**config.mk**
```make
export PLATFORM = sky130hd
export DESIGN_NAME = diag_release_cmd
export DESIGN_NICKNAME = d
export VERILOG_FILES = /design/src/diag_cmd_pkg.sv /design/src/diag_release_cmd.sv /design/src/diag_page_rom.sv
export VERILOG_INCLUDE_DIRS = /design/src /design/src/src
export SDC_FILE = /design/constraint.sdc
export NUM_CORES = 1
export LEC_CHECK = 0
export BUFFER_PORTS_ARGS = -buffer_cell sky130_fd_sc_hd__buf_2
export CAP_MARGIN = 5
export CORE_ASPECT_RATIO = 0.7
export CORE_UTILIZATION = 55
export CTS_BUF_LIST = sky130_fd_sc_hd__clkbuf_16
export CTS_CLUSTER_DIAMETER = 200
export DETAILED_ROUTE_END_ITERATION = 8
export PLACE_DENSITY_LB_ADDON = 0.08
export SLEW_MARGIN = 20
export SYNTH_ARGS = -nofsm -noshare
export SYNTH_HDL_FRONTEND = slang
export SYNTH_SLANG_ARGS = --single-unit
```
**constraint.sdc**
```tcl
create_clock -name clock -period 14.44 [get_ports clock]
set_clock_uncertainty 0.2 [all_clocks]
set_input_delay 1.444 -clock clock [delete_from_list [all_inputs] [get_ports clock]]
set_output_delay 1.444 -clock clock [all_outputs]
set_load 0.02 [all_outputs]
```
**src/diag_cmd_regs.svh**
```systemverilog
`ifndef DIAG_CMD_REGS_SVH
`define DIAG_CMD_REGS_SVH
`define OP_RECV_DIAG      8'h1c
`define OP_RELEASE6       8'h17
`define OP_RELEASE10      8'h57
`define PAGE_SUPPORTED    8'h00
`define PAGE_JITTER       8'h3f
`define PAGE_TRANSLATE    8'h40
`define PAGE_REBUILD      8'h42
`define LEN_SUPPORTED     8'h04
`define LEN_XLATE_RESV    8'h02
`define LEN_XLATE_FULL    8'h0a
`define FMT_SHORT_BLOCK   3'h0
`define FMT_LONG_BLOCK    3'h3
`define FMT_BYTES_INDEX   3'h4
`define FMT_PHYS_SECTOR   3'h5
`define PCV_BIT           0
`define THIRD_PARTY_BIT   4
`define EXTENT_BIT        0
`define STATUS_GOOD       8'h00
`define STATUS_CHECK      8'h02
`define SENSE_ILLEGAL     4'h5
`define ASC_INVALID_CDB   8'h24
`define PAGE_BYTES        14
`endif

```
**src/diag_cmd_pkg.sv**
```systemverilog
package diag_cmd_pkg;
   typedef enum logic [2:0] {
      ST_IDLE = 3'b000,
      ST_DATA = 3'b001,
      ST_STAT = 3'b011
   } cmd_state_t;
endpackage : diag_cmd_pkg

```
**src/diag_release_cmd.sv**
```systemverilog
`timescale 1ns/1ps
`include "diag_cmd_regs.svh"
// Functional notes
// RQ1: With page-code-valid set, return the page named by the page code; listed pages 3Fh and 42h give check instead.
// RQ2: With it clear, return the page chosen by the last send diagnostic.
// RQ3: Allocation length zero is legal and transfers nothing.
// RQ4: Data-in ends at end of data or at allocation length.
// RQ5: Supported page list: length 04h, pages 0h, 3Fh, 40h, 42h ascending.
// RQ6: Translate page length is 02h when reserved area, else 0Ah.
// RQ7: Echo supplied address format as a 3-bit code.
// RQ8: Block formats translate to physical, physical to long block; else check.
// RQ9: Set reserved-area flag for inaccessible translated sectors.
// RQ10: Set alternate-sector flag for spare sectors pointing to reassigned ones.
// RQ11: Alternate-track flag is unused and reads zero.
// RQ12: Physical result: cylinder bytes 6-8, head 9, sector bytes 10-13.
// RQ13: Cached-only addresses return invalid cylinder, head and sector.
// RQ14: Release with no reservation gives good status, state unchanged.
// RQ15: Nonzero third-party bit gives check, illegal request, invalid field.
// RQ16: Third-party id and reservation id fields are ignored.
// RQ17: Initiator keeps the extent bit zero.
// RQ18: Address arrives by send diagnostic, result read back by page 40h.
// RQ19: Unsupported page with page-code-valid gives check, invalid field.
module diag_release_cmd
   import diag_cmd_pkg::*;
#(
   parameter int ALLOC_W = 16
)(
   input  wire logic               clock,
   input  wire logic               reset,
   input  wire logic               cmd_valid,
   input  wire logic [7:0]         cdb_opcode,
   input  wire logic [7:0]         cdb_byte1,
   input  wire logic [7:0]         cdb_page,
   input  wire logic [ALLOC_W-1:0] cdb_alloc_len,
   input  wire logic               sd_valid,
   input  wire logic [7:0]         sd_page,
   input  wire logic [2:0]         sd_supplied_fmt,
   input  wire logic [2:0]         sd_translate_fmt,
   input  wire logic [63:0]        sd_supplied_addr,
   input  wire logic               xl_valid,
   input  wire logic               xl_inaccessible,
   input  wire logic               xl_spare_reassigned,
   input  wire logic               xl_in_nv_cache,
   input  wire logic [63:0]        xl_addr,
   input  wire logic               holds_reservation,
   output logic                    cmd_ready,
   output logic                    din_valid,
   output logic      [7:0]         din_data,
   input  wire logic               din_ready,
   output logic                    status_valid,
   output logic      [7:0]         status_code,
   output logic      [3:0]         sense_key,
   output logic      [7:0]         sense_asc,
   output logic                    release_req,
   output logic                    xl_req,
   output logic      [63:0]        xl_req_addr,
   output logic      [2:0]         xl_req_fmt
);
   ////////////////////////////////////////////////////////////////////
   cmd_state_t         state_q;
   logic [7:0]         page_q;
   logic [ALLOC_W-1:0] remain_q;
   logic [3:0]         index_q;
   logic [4:0]         avail;
   logic [7:0]         rom_data;
   logic [7:0]         sd_page_q;
   logic [2:0]         sup_fmt_q;
   logic [2:0]         xl_fmt_q;
   logic               ra_q;
   logic               alternate_sector_flag_q;
   logic [63:0]        xaddr_q;
   logic               check_q;
   logic [7:0]         sel_page;
   logic               pair_ok;

   function automatic logic fmt_pair_ok(input logic [2:0] s,
                                        input logic [2:0] t);
      logic blk;
      logic phy;
      blk = (s == `FMT_SHORT_BLOCK) || (s == `FMT_LONG_BLOCK);
      phy = (s == `FMT_BYTES_INDEX) || (s == `FMT_PHYS_SECTOR);
      fmt_pair_ok = (blk && ((t == `FMT_BYTES_INDEX) ||
                             (t == `FMT_PHYS_SECTOR))) ||
                    (phy && (t == `FMT_LONG_BLOCK));
   endfunction : fmt_pair_ok

   function automatic logic page_known(input logic [7:0] p);
      page_known = (p == `PAGE_SUPPORTED) || (p == `PAGE_TRANSLATE);
   endfunction : page_known

   ////////////////////////////////////////////////////////////////////
   // Last send diagnostic parameters; translation request goes out one cycle later
   always_ff @(posedge clock or posedge reset) begin
      if (reset) begin
         sd_page_q <= 8'h00;
         sup_fmt_q <= 3'h0;
         xl_fmt_q  <= 3'h0;
      end else if (sd_valid) begin                   // see RQ18
         sd_page_q <= sd_page;
         sup_fmt_q <= sd_supplied_fmt;
         xl_fmt_q  <= sd_translate_fmt;
      end
   end

   always_ff @(posedge clock or posedge reset) begin
      if (reset) begin
         xl_req      <= 1'b0;
         xl_req_addr <= 64'h0;
         xl_req_fmt  <= 3'h0;
      end else begin
         xl_req <= sd_valid && fmt_pair_ok(sd_supplied_fmt,
                                           sd_translate_fmt);
         if (sd_valid) begin
            xl_req_addr <= sd_supplied_addr;
            xl_req_fmt  <= sd_translate_fmt;
         end
      end
   end

   // Translation result from the media layer
   always_ff @(posedge clock or posedge reset) begin
      if (reset) begin
         ra_q    <= 1'b0;
         alternate_sector_flag_q  <= 1'b0;
         xaddr_q <= 64'h0;
      end else if (xl_valid) begin
         ra_q   <= xl_inaccessible;                  // see RQ9
         alternate_sector_flag_q <= xl_spare_reassigned;              // see RQ10
         // Data only in cache has no place on media yet
         xaddr_q <= xl_in_nv_cache ? {64{1'b1}} : xl_addr; // see RQ13
      end
   end

   ////////////////////////////////////////////////////////////////////
   // see RQ1, RQ2
   assign sel_page = cdb_byte1[`PCV_BIT] ? cdb_page : sd_page_q;
   assign pair_ok  = fmt_pair_ok(sup_fmt_q, xl_fmt_q);
   assign cmd_ready = (state_q == ST_IDLE);

   diag_page_rom u_rom (
      .page                  (page_q),
      .index                 (index_q),
      .supplied_fmt          (sup_fmt_q),
      .translate_fmt         (xl_fmt_q),
      .reserved_area_flag    (ra_q),
      .alternate_sector_flag (alternate_sector_flag_q),
      .translated_addr       (xaddr_q),
      .data                  (rom_data),
      .avail                 (avail)
   );

   ////////////////////////////////////////////////////////////////////
   always_ff @(posedge clock or posedge reset) begin
      if (reset) begin
         state_q     <= ST_IDLE;
         page_q      <= 8'h00;
         remain_q    <= '0;
         index_q     <= 4'h0;
         check_q     <= 1'b0;
         release_req <= 1'b0;
      end else begin
         release_req <= 1'b0;
         case (state_q)
            ST_IDLE: begin
               if (cmd_valid) begin
                  index_q <= 4'h0;
                  page_q  <= sel_page;
                  remain_q <= cdb_alloc_len;
                  check_q <= 1'b0;
                  state_q <= ST_STAT;
                  if (cdb_opcode == `OP_RECV_DIAG) begin
                     if (!page_known(sel_page))       // see RQ19
                        check_q <= 1'b1;
                     else if (sel_page == `PAGE_TRANSLATE && !pair_ok)
                        check_q <= 1'b1;              // see RQ8
                     else if (cdb_alloc_len != '0)    // see RQ3
                        state_q <= ST_DATA;
                  end else if (cdb_opcode == `OP_RELEASE6 ||
                               cdb_opcode == `OP_RELEASE10) begin
                     // Id fields are never looked at     see RQ16
                     if (cdb_byte1[`THIRD_PARTY_BIT]) // see RQ15
                        check_q <= 1'b1;
                     else
                        release_req <= holds_reservation; // see RQ14
                  end else begin
                     check_q <= 1'b1;
                  end
               end
            end
            ST_DATA: begin
               // Index moves only on a byte the initiator really took
               if (din_valid && din_ready) begin
                  index_q  <= index_q + 4'h1;
                  remain_q <= remain_q - 1'b1;
                  // see RQ4
                  if ({1'b0, index_q} + 5'h1 >= avail ||
                      remain_q == {{(ALLOC_W-1){1'b0}}, 1'b1})
                     state_q <= ST_STAT;
               end
            end
            ST_STAT: state_q <= ST_IDLE;
            default: state_q <= ST_IDLE;
         endcase
      end
   end

   ////////////////////////////////////////////////////////////////////
   always_ff @(posedge clock or posedge reset) begin
      if (reset)
         din_data <= 8'h00;
      else
         din_data <= rom_data;
   end

   // Data follows the index by one cycle, so valid waits for it
   logic din_live_q;
   always_ff @(posedge clock or posedge reset) begin
      if (reset)
         din_live_q <= 1'b0;
      else
         din_live_q <= (state_q == ST_DATA) && !(din_valid && din_ready);
   end
   assign din_valid = din_live_q;

   always_ff @(posedge clock or posedge reset) begin
      if (reset) begin
         status_valid <= 1'b0;
         status_code  <= `STATUS_GOOD;
         sense_key    <= 4'h0;
         sense_asc    <= 8'h00;
      end else begin
         status_valid <= (state_q == ST_STAT);
         if (state_q == ST_STAT) begin
            status_code <= check_q ? `STATUS_CHECK : `STATUS_GOOD;
            sense_key   <= check_q ? `SENSE_ILLEGAL : 4'h0;
            sense_asc   <= check_q ? `ASC_INVALID_CDB : 8'h00;
         end
      end
   end
endmodule : diag_release_cmd

```
**src/diag_page_rom.sv**
```systemverilog
`timescale 1ns/1ps
`include "diag_cmd_regs.svh"
module diag_page_rom
   import diag_cmd_pkg::*;
(
   input  wire logic [7:0]  page,
   input  wire logic [3:0]  index,
   input  wire logic [2:0]  supplied_fmt,
   input  wire logic [2:0]  translate_fmt,
   input  wire logic        reserved_area_flag,
   input  wire logic        alternate_sector_flag,
   input  wire logic [63:0] translated_addr,
   output logic      [7:0]  data,
   output logic      [4:0]  avail
);
   always_comb begin
      data  = 8'h00;
      avail = 5'h00;
      if (page == `PAGE_SUPPORTED) begin
         avail = 5'h08;
         case (index)
            4'h0: data = `PAGE_SUPPORTED;
            4'h3: data = `LEN_SUPPORTED;          // see RQ5
            4'h4: data = `PAGE_SUPPORTED;
            4'h5: data = `PAGE_JITTER;
            4'h6: data = `PAGE_TRANSLATE;
            4'h7: data = `PAGE_REBUILD;
            default: data = 8'h00;
         endcase
      end else begin
         // Reserved area trims the page to the format bytes only
         avail = reserved_area_flag ? 5'h06 : 5'h0e;
         case (index)
            4'h0: data = `PAGE_TRANSLATE;
            4'h3: data = reserved_area_flag ? `LEN_XLATE_RESV
                                            : `LEN_XLATE_FULL; // see RQ6
            4'h4: data = {5'h00, supplied_fmt};                // see RQ7
            // Alternate-track bit stays zero
            4'h5: data = {reserved_area_flag, alternate_sector_flag,
                          1'b0, 2'b00, translate_fmt}; // see RQ9, RQ10, RQ11
            default: begin
               if (index >= 4'h6)                            // see RQ12
                  data = translated_addr[8*(13-index) +: 8];
               else
                  data = 8'h00;
            end
         endcase
      end
   end
endmodule : diag_page_rom

```
# Yosys cells after proc, flatten, opt, wreduce, memory -nomap -nowiden
# Index checks and enable logic that the tools add are counted.
# totals
inputBits	192
word_cells	122
regBits	208
# classes
shift	1
order_cmp	2
reduce_logical	32
add_sub_neg	4
n_eq_ne	27
muxes	36
# op_table
op	count
two-way mux 64 bit	1
variable part select 64 x 33 -> 8 bit	1
two-way mux 16 bit	2
case mux 16 bit (2 select lines)	1
case mux 8 bit (4 select lines)	1
case mux 7 bit (4 select lines)	1
== test 3 bit, second input constant	8
two-way mux 8 bit	3
== test 16 x 1 -> 1 bit, second input constant	1
== test 4 x 3 -> 1 bit, second input constant	4
== test 8 x 5 -> 1 bit, second input constant	2
== test 8 x 7 -> 1 bit, second input constant	2
zero test 8 bit	2
two-way mux 4 bit	4
nonzero test 16 bit	1
subtractor 16 x 1 -> 16 bit, second input constant	1
== test 3 x 2 -> 1 bit, second input constant	5
two-way mux 3 bit	4
logical OR 1 bit	11
two-way mux 1 bit	10
two-way mux 2 bit	5
zero test 3 bit	3
logical AND 1 bit	8
case mux 4 bit (2 select lines)	1
other kinds (16)	20

# Logic depth before layout (Yosys ltp)
# logic_depth
ltp_word	11
depth_mapped	10

# Modules after synthesis
# Synthesis repeated with hierarchy kept, for this count alone.
# unflattened
cells_unflattened	682
hier_area_um2	8589.5
# by_module_without_submodules
mod	cells_per_inst	instances	area_per_inst_um2	seq_area_each_um2
diag_release_cmd	584	1	7667.4	4704.5
diag_page_rom	98	1	922.1	0.0

# Worst setup path after synthesis
# No wires, ideal clock.
# synth_timing
path_type	input port to flip-flop
from	in sd_valid
to	reg xl_req_addr[0]
required_time_ns	14.115
slack_ns	11.427
stages	4
arrival_ns	2.688
cell_sequence	clkbuf_1 -> clkbuf_1 -> buf_1 -> mux2_2
# synth_rtl
element	line_no	rtl
start: declaration	diag_release_cmd.sv:35	input wire logic sd_valid,
end signal: assignment	diag_release_cmd.sv:114	xl_req_addr <= sd_supplied_addr;
end: declaration	diag_release_cmd.sv:56	output logic [63:0] xl_req_addr,
# No word-level cell between the ends.

# Worst setup path in the final report
# layout_timing
from	reg page_q[3]
to	reg state_q[0]
# layout_via
elab_chain_cells	6
# layout_rtl
element	line_no	rtl
start: declaration	diag_release_cmd.sv:61	logic [7:0] page_q;
start signal: assignment	diag_release_cmd.sv:167	page_q <= sel_page;
zero test 8 bit (no line)	n/a	
two-way mux 5 bit	diag_page_rom.sv:19	if (page == `PAGE_SUPPORTED) begin
greater-or-equal comparator 5 bit	diag_release_cmd.sv:196	if ({1'b0, index_q} + 5'h1 >= avail ||
logical OR 1 bit	diag_release_cmd.sv:196	
inequality test 2 bit (no line)	n/a	
AND reduction 3 bit (no line)	n/a	
end signal: assignment	diag_release_cmd.sv:198	state_q <= ST_STAT;
end signal: assignment	diag_release_cmd.sv:201	ST_STAT: state_q <= ST_IDLE;
end signal: assignment	diag_release_cmd.sv:202	default: state_q <= ST_IDLE;
end: declaration	diag_release_cmd.sv:60	cmd_state_t state_q;
# Every way passes these cells.
# A chain may end at the register's enable or synchronous reset.

==> flow_summary.ini <==
[global_route]
antenna_found_initial = 3
grtUsageTotal_pct = 28.2
grt_max_degree = 114
grt_pass1_wl_mm = 34.1
gr-max-usage-layer = met2
grt_overflow_total = 0
first_global_vias = 6669
globalRouteMet3Util_pct = 8.84
grt_util_met2_pct = 44.3
gr-usage-met1_pct = 36.3

[sta]
worst_pin_slew_ns = 1.14
drv_slew = 0
rsz0062_at_grt = false
slew_headroom_pct = 23.7
fmax_ghz = 0.335
setup-tns-final_ns = 0
setup_viol = 0
finalCriticalPeriod_ns = 2.98
finalCritPeriodShare_pct = 20.7
hold_viol = 0

[detailed_routing]
firstDrtPassIters = 5
vias = 6629
drt_wl_total_mm = 21.7
drc_errors = 0
antenna_left = 0
post_drt_wl_per_cell_um = 19.0
first_iter_violations = 419
vias_per_cell = 5.80

[clock_tree]
cts_buffers = 17
cts_num_sinks = 188
ctsRootBufferMaster = clkbuf_16
clock_path_buffers = 2
clk_latency_ns = 0.45
postCtsSetupRepairBufs = 0
htreeDepth = 4
cts_tree = yes
ctsResizeCount = 0
cts_hold_buffers = 0
clkTransAtPathRegs_ns = 0.07

[worst_setup_path]
crit_chain = nor4_1 > nand2_1 > inv_1 > ha_1 > o21ai_0 > a31oi_1 > o32ai_1 > a21oi_1
max_stage_delay_ns = 0.53
cp-end-kind = flop
reg2reg_depth = 8
critPathRequiredTime_ns = 14.55
worstSetupPathType = reg2reg
cp_data_arrival_time_ns = 3.10
startpoint = page_q[3]
crit_fanout = 12
slowest_stage = nor4_1
start_kind = flop
r2r-start = page_q[3]

[placement]
portBuffers = 270
gp_congestion = 0.822
dpl_cell_area_mm2 = 0.00998
place_hpwl_mm = 15.5

[min_path]
hp-class = reg2reg
whs_path_depth = 1
hp-start = xaddr_q[63]

[yosys]
ys_warn_count = 0
syn_inst = 691
synth_seq_cells = 188
yosys.cell_types.count = 60
yosysSeqAreaShare_pct = 54.8
synthTopCellsByArea = dfrtp_1 55%, mux2_2 11%, o22a_1 6.7%
synth_area_leader_cell = dfrtp_1
synth.top_cell.area_share_pct = 54.8
async_reset_ff_share_pct = 100
ys.flop_type = dfrtp_1
synth_edf_count = 0
netlist_area_mm2 = 0.00859
syn_area_per_cell_um2 = 12.4

[floorplanning]
dieHeight_um = 107
pin_count = 292
dieArea_mm2 = 0.0161
dieWidth_um = 151
start_util_pct = 57.5
core_area_mm2 = 0.0150
rows = 37

[pwr]
powerDensity_mw_per_mm2 = 151
leakagePower_nw = 4.65
ir_drop_mv = 0.0791

[final_layout]
fin_area_mm2 = 0.0106
fin_nets = 1135
drive_gt1_share_pct = 43.7
area_delta_synth_final_pct = 23.0

[job]
cap_violations = 0

[status]
status = finished, final reports clean
[routing by layer]
layer / wire length, µm / up-vias
met1: 9130 / 3288
met3: 1580 / 34
met5: 0 / -
met2: 10500 / 253
li1: - / 3054
met4: 429 / 0
[cell type report]
cell class | instances | area [µm²]
antenna | 3 | 7.51
timing repair buffer | 277 | 1400
multi-input combinational | 438 | 3590
clock inverter | 15 | 140
tap | 195 | 244
fill | 1102 | 4390
sequential | 188 | 4700
clock buffer | 17 | 425
inverter | 10 | 45.0
[worst max-delay path, delay by kind of cell, from the launching register on]
kind	cells	cell delay, ns
and+or+nand+nor	2	0.94
DFF	1	0.40
adders and majority gates	1	0.28
buffers and inverters	1	0.32
AOI/OAI and AO/OA	4	0.72
[worst paths after layout]
check / endpoint / slack, ns
max reg2reg: state_q[0] / 11.46
min: xaddr_q[63] / 0.30
min reg2reg: xaddr_q[63] / 0.30
min in group asynchronous: xaddr_q[18] / 0.89
max in group asynchronous: index_q[3] / 11.59
max: state_q[0] / 11.46
[placed cells by master, fill, tap and decap left out, types with 5 or more instances in the layout]
cell	n
a22oi_1	8
buf_4	7
nor2b_1	5
nand2_1	17
a21oi_1	27
buf_2	270
a31oi_1	5
clkbuf_16	17
mux2_2	83
and2_1	5
ha_1	11
o21ai_0	18
nor3_1	8
mux2i_1	20
inv_1	9
conb_1	15
mux4_2	12
dfrtp_1	188
nor4_1	14
o22ai_1	10
o22a_1	66
nor2_1	31
nand3_1	10
[flip-flops by register name (all words and copies together) (netlist names), 2 cells and up]
| name | cells |
|---|---|
| din_data | 8 |
| xaddr_q | 64 |
| state_q | 2 |
| index_q | 4 |
| page_q | 8 |
| remain_q | 16 |
| sup_fmt_q | 3 |
| sd_page_q | 8 |
| xl_req_fmt | 3 |
| xl_req_addr | 64 |
[synth_stat cells, types with 3 or more instances]
cell type  number
a31oi_1         6
mux2_2         83
buf_1          12
a211oi_1        3
a21o_1          3
a22oi_1         8
nand4_1         3
dfrtp_1       188
nand2b_1        5
nor3_1          8
nor4_1         14
nand3_1        10
a21oi_1        27
buf_4          19
o22a_1         66
ha_1           11
nor4b_1         3
o22ai_1        10
or3_1           4
inv_1          10
o21ai_0        18
or4_1           4
and2_1          5
o2bb2ai_1       4
a311oi_1        3
nor2b_1         5
nor2_1         31
mux4_2         12
o32ai_1         4
o211ai_1        4
clkbuf_1       35
mux2i_1        20
nand2_1        17
[report_power, final]
group / total (mW) / leakage [nW] / internal, mW / switching, mW
Sequential: 0.676 / 2.12 / 0.606 / 0.0702
Combinational: 0.460 / 2.26 / 0.194 / 0.266
Clock: 0.454 / 0.274 / 0.241 / 0.213
[metrics by stage]
| stage | worst slack, ns | hold slack, ns | utilization, % | instances | power (mW) |
|---|---|---|---|---|---|
| 6_report | 11.46 | 0.299 | 70.7 | 1143 | 1.59 |
| 5_1_grt | 11.18 | 0.312 | 70.6 | 1142 | 1.67 |
| 4_1_cts | 11.21 | 0.300 | 70.5 | 1140 | 1.59 |
| 3_5_place_dp | 10.75 | 0.284 | 66.7 | 1108 | 1.14 |
| 3_3_place_gp | 10.87 | 0.276 | 66.7 | 1108 | 1.11 |
| 2_1_floorplan | 7.68 | 0.264 | - | 705 | 0.997 |
[cells by family (layout without fill, tap and decap cells)]
| family | count (synthesis) | after routing | share of synthesized area, % |
|---|---|---|---|
| other cells | 1 | 18 | 0.0437 |
| buf+inv | 79 | 319 | 4.33 |
| flops | 188 | 188 | 54.8 |
| mux | 115 | 115 | 16.4 |
| simple gates | 123 | 123 | 7.75 |
| compound gates | 171 | 171 | 14.9 |
| xor+xnor | 3 | 3 | 0.306 |
| fa+ha+maj | 11 | 11 | 1.60 |
(Power assumes the default switching activity.)
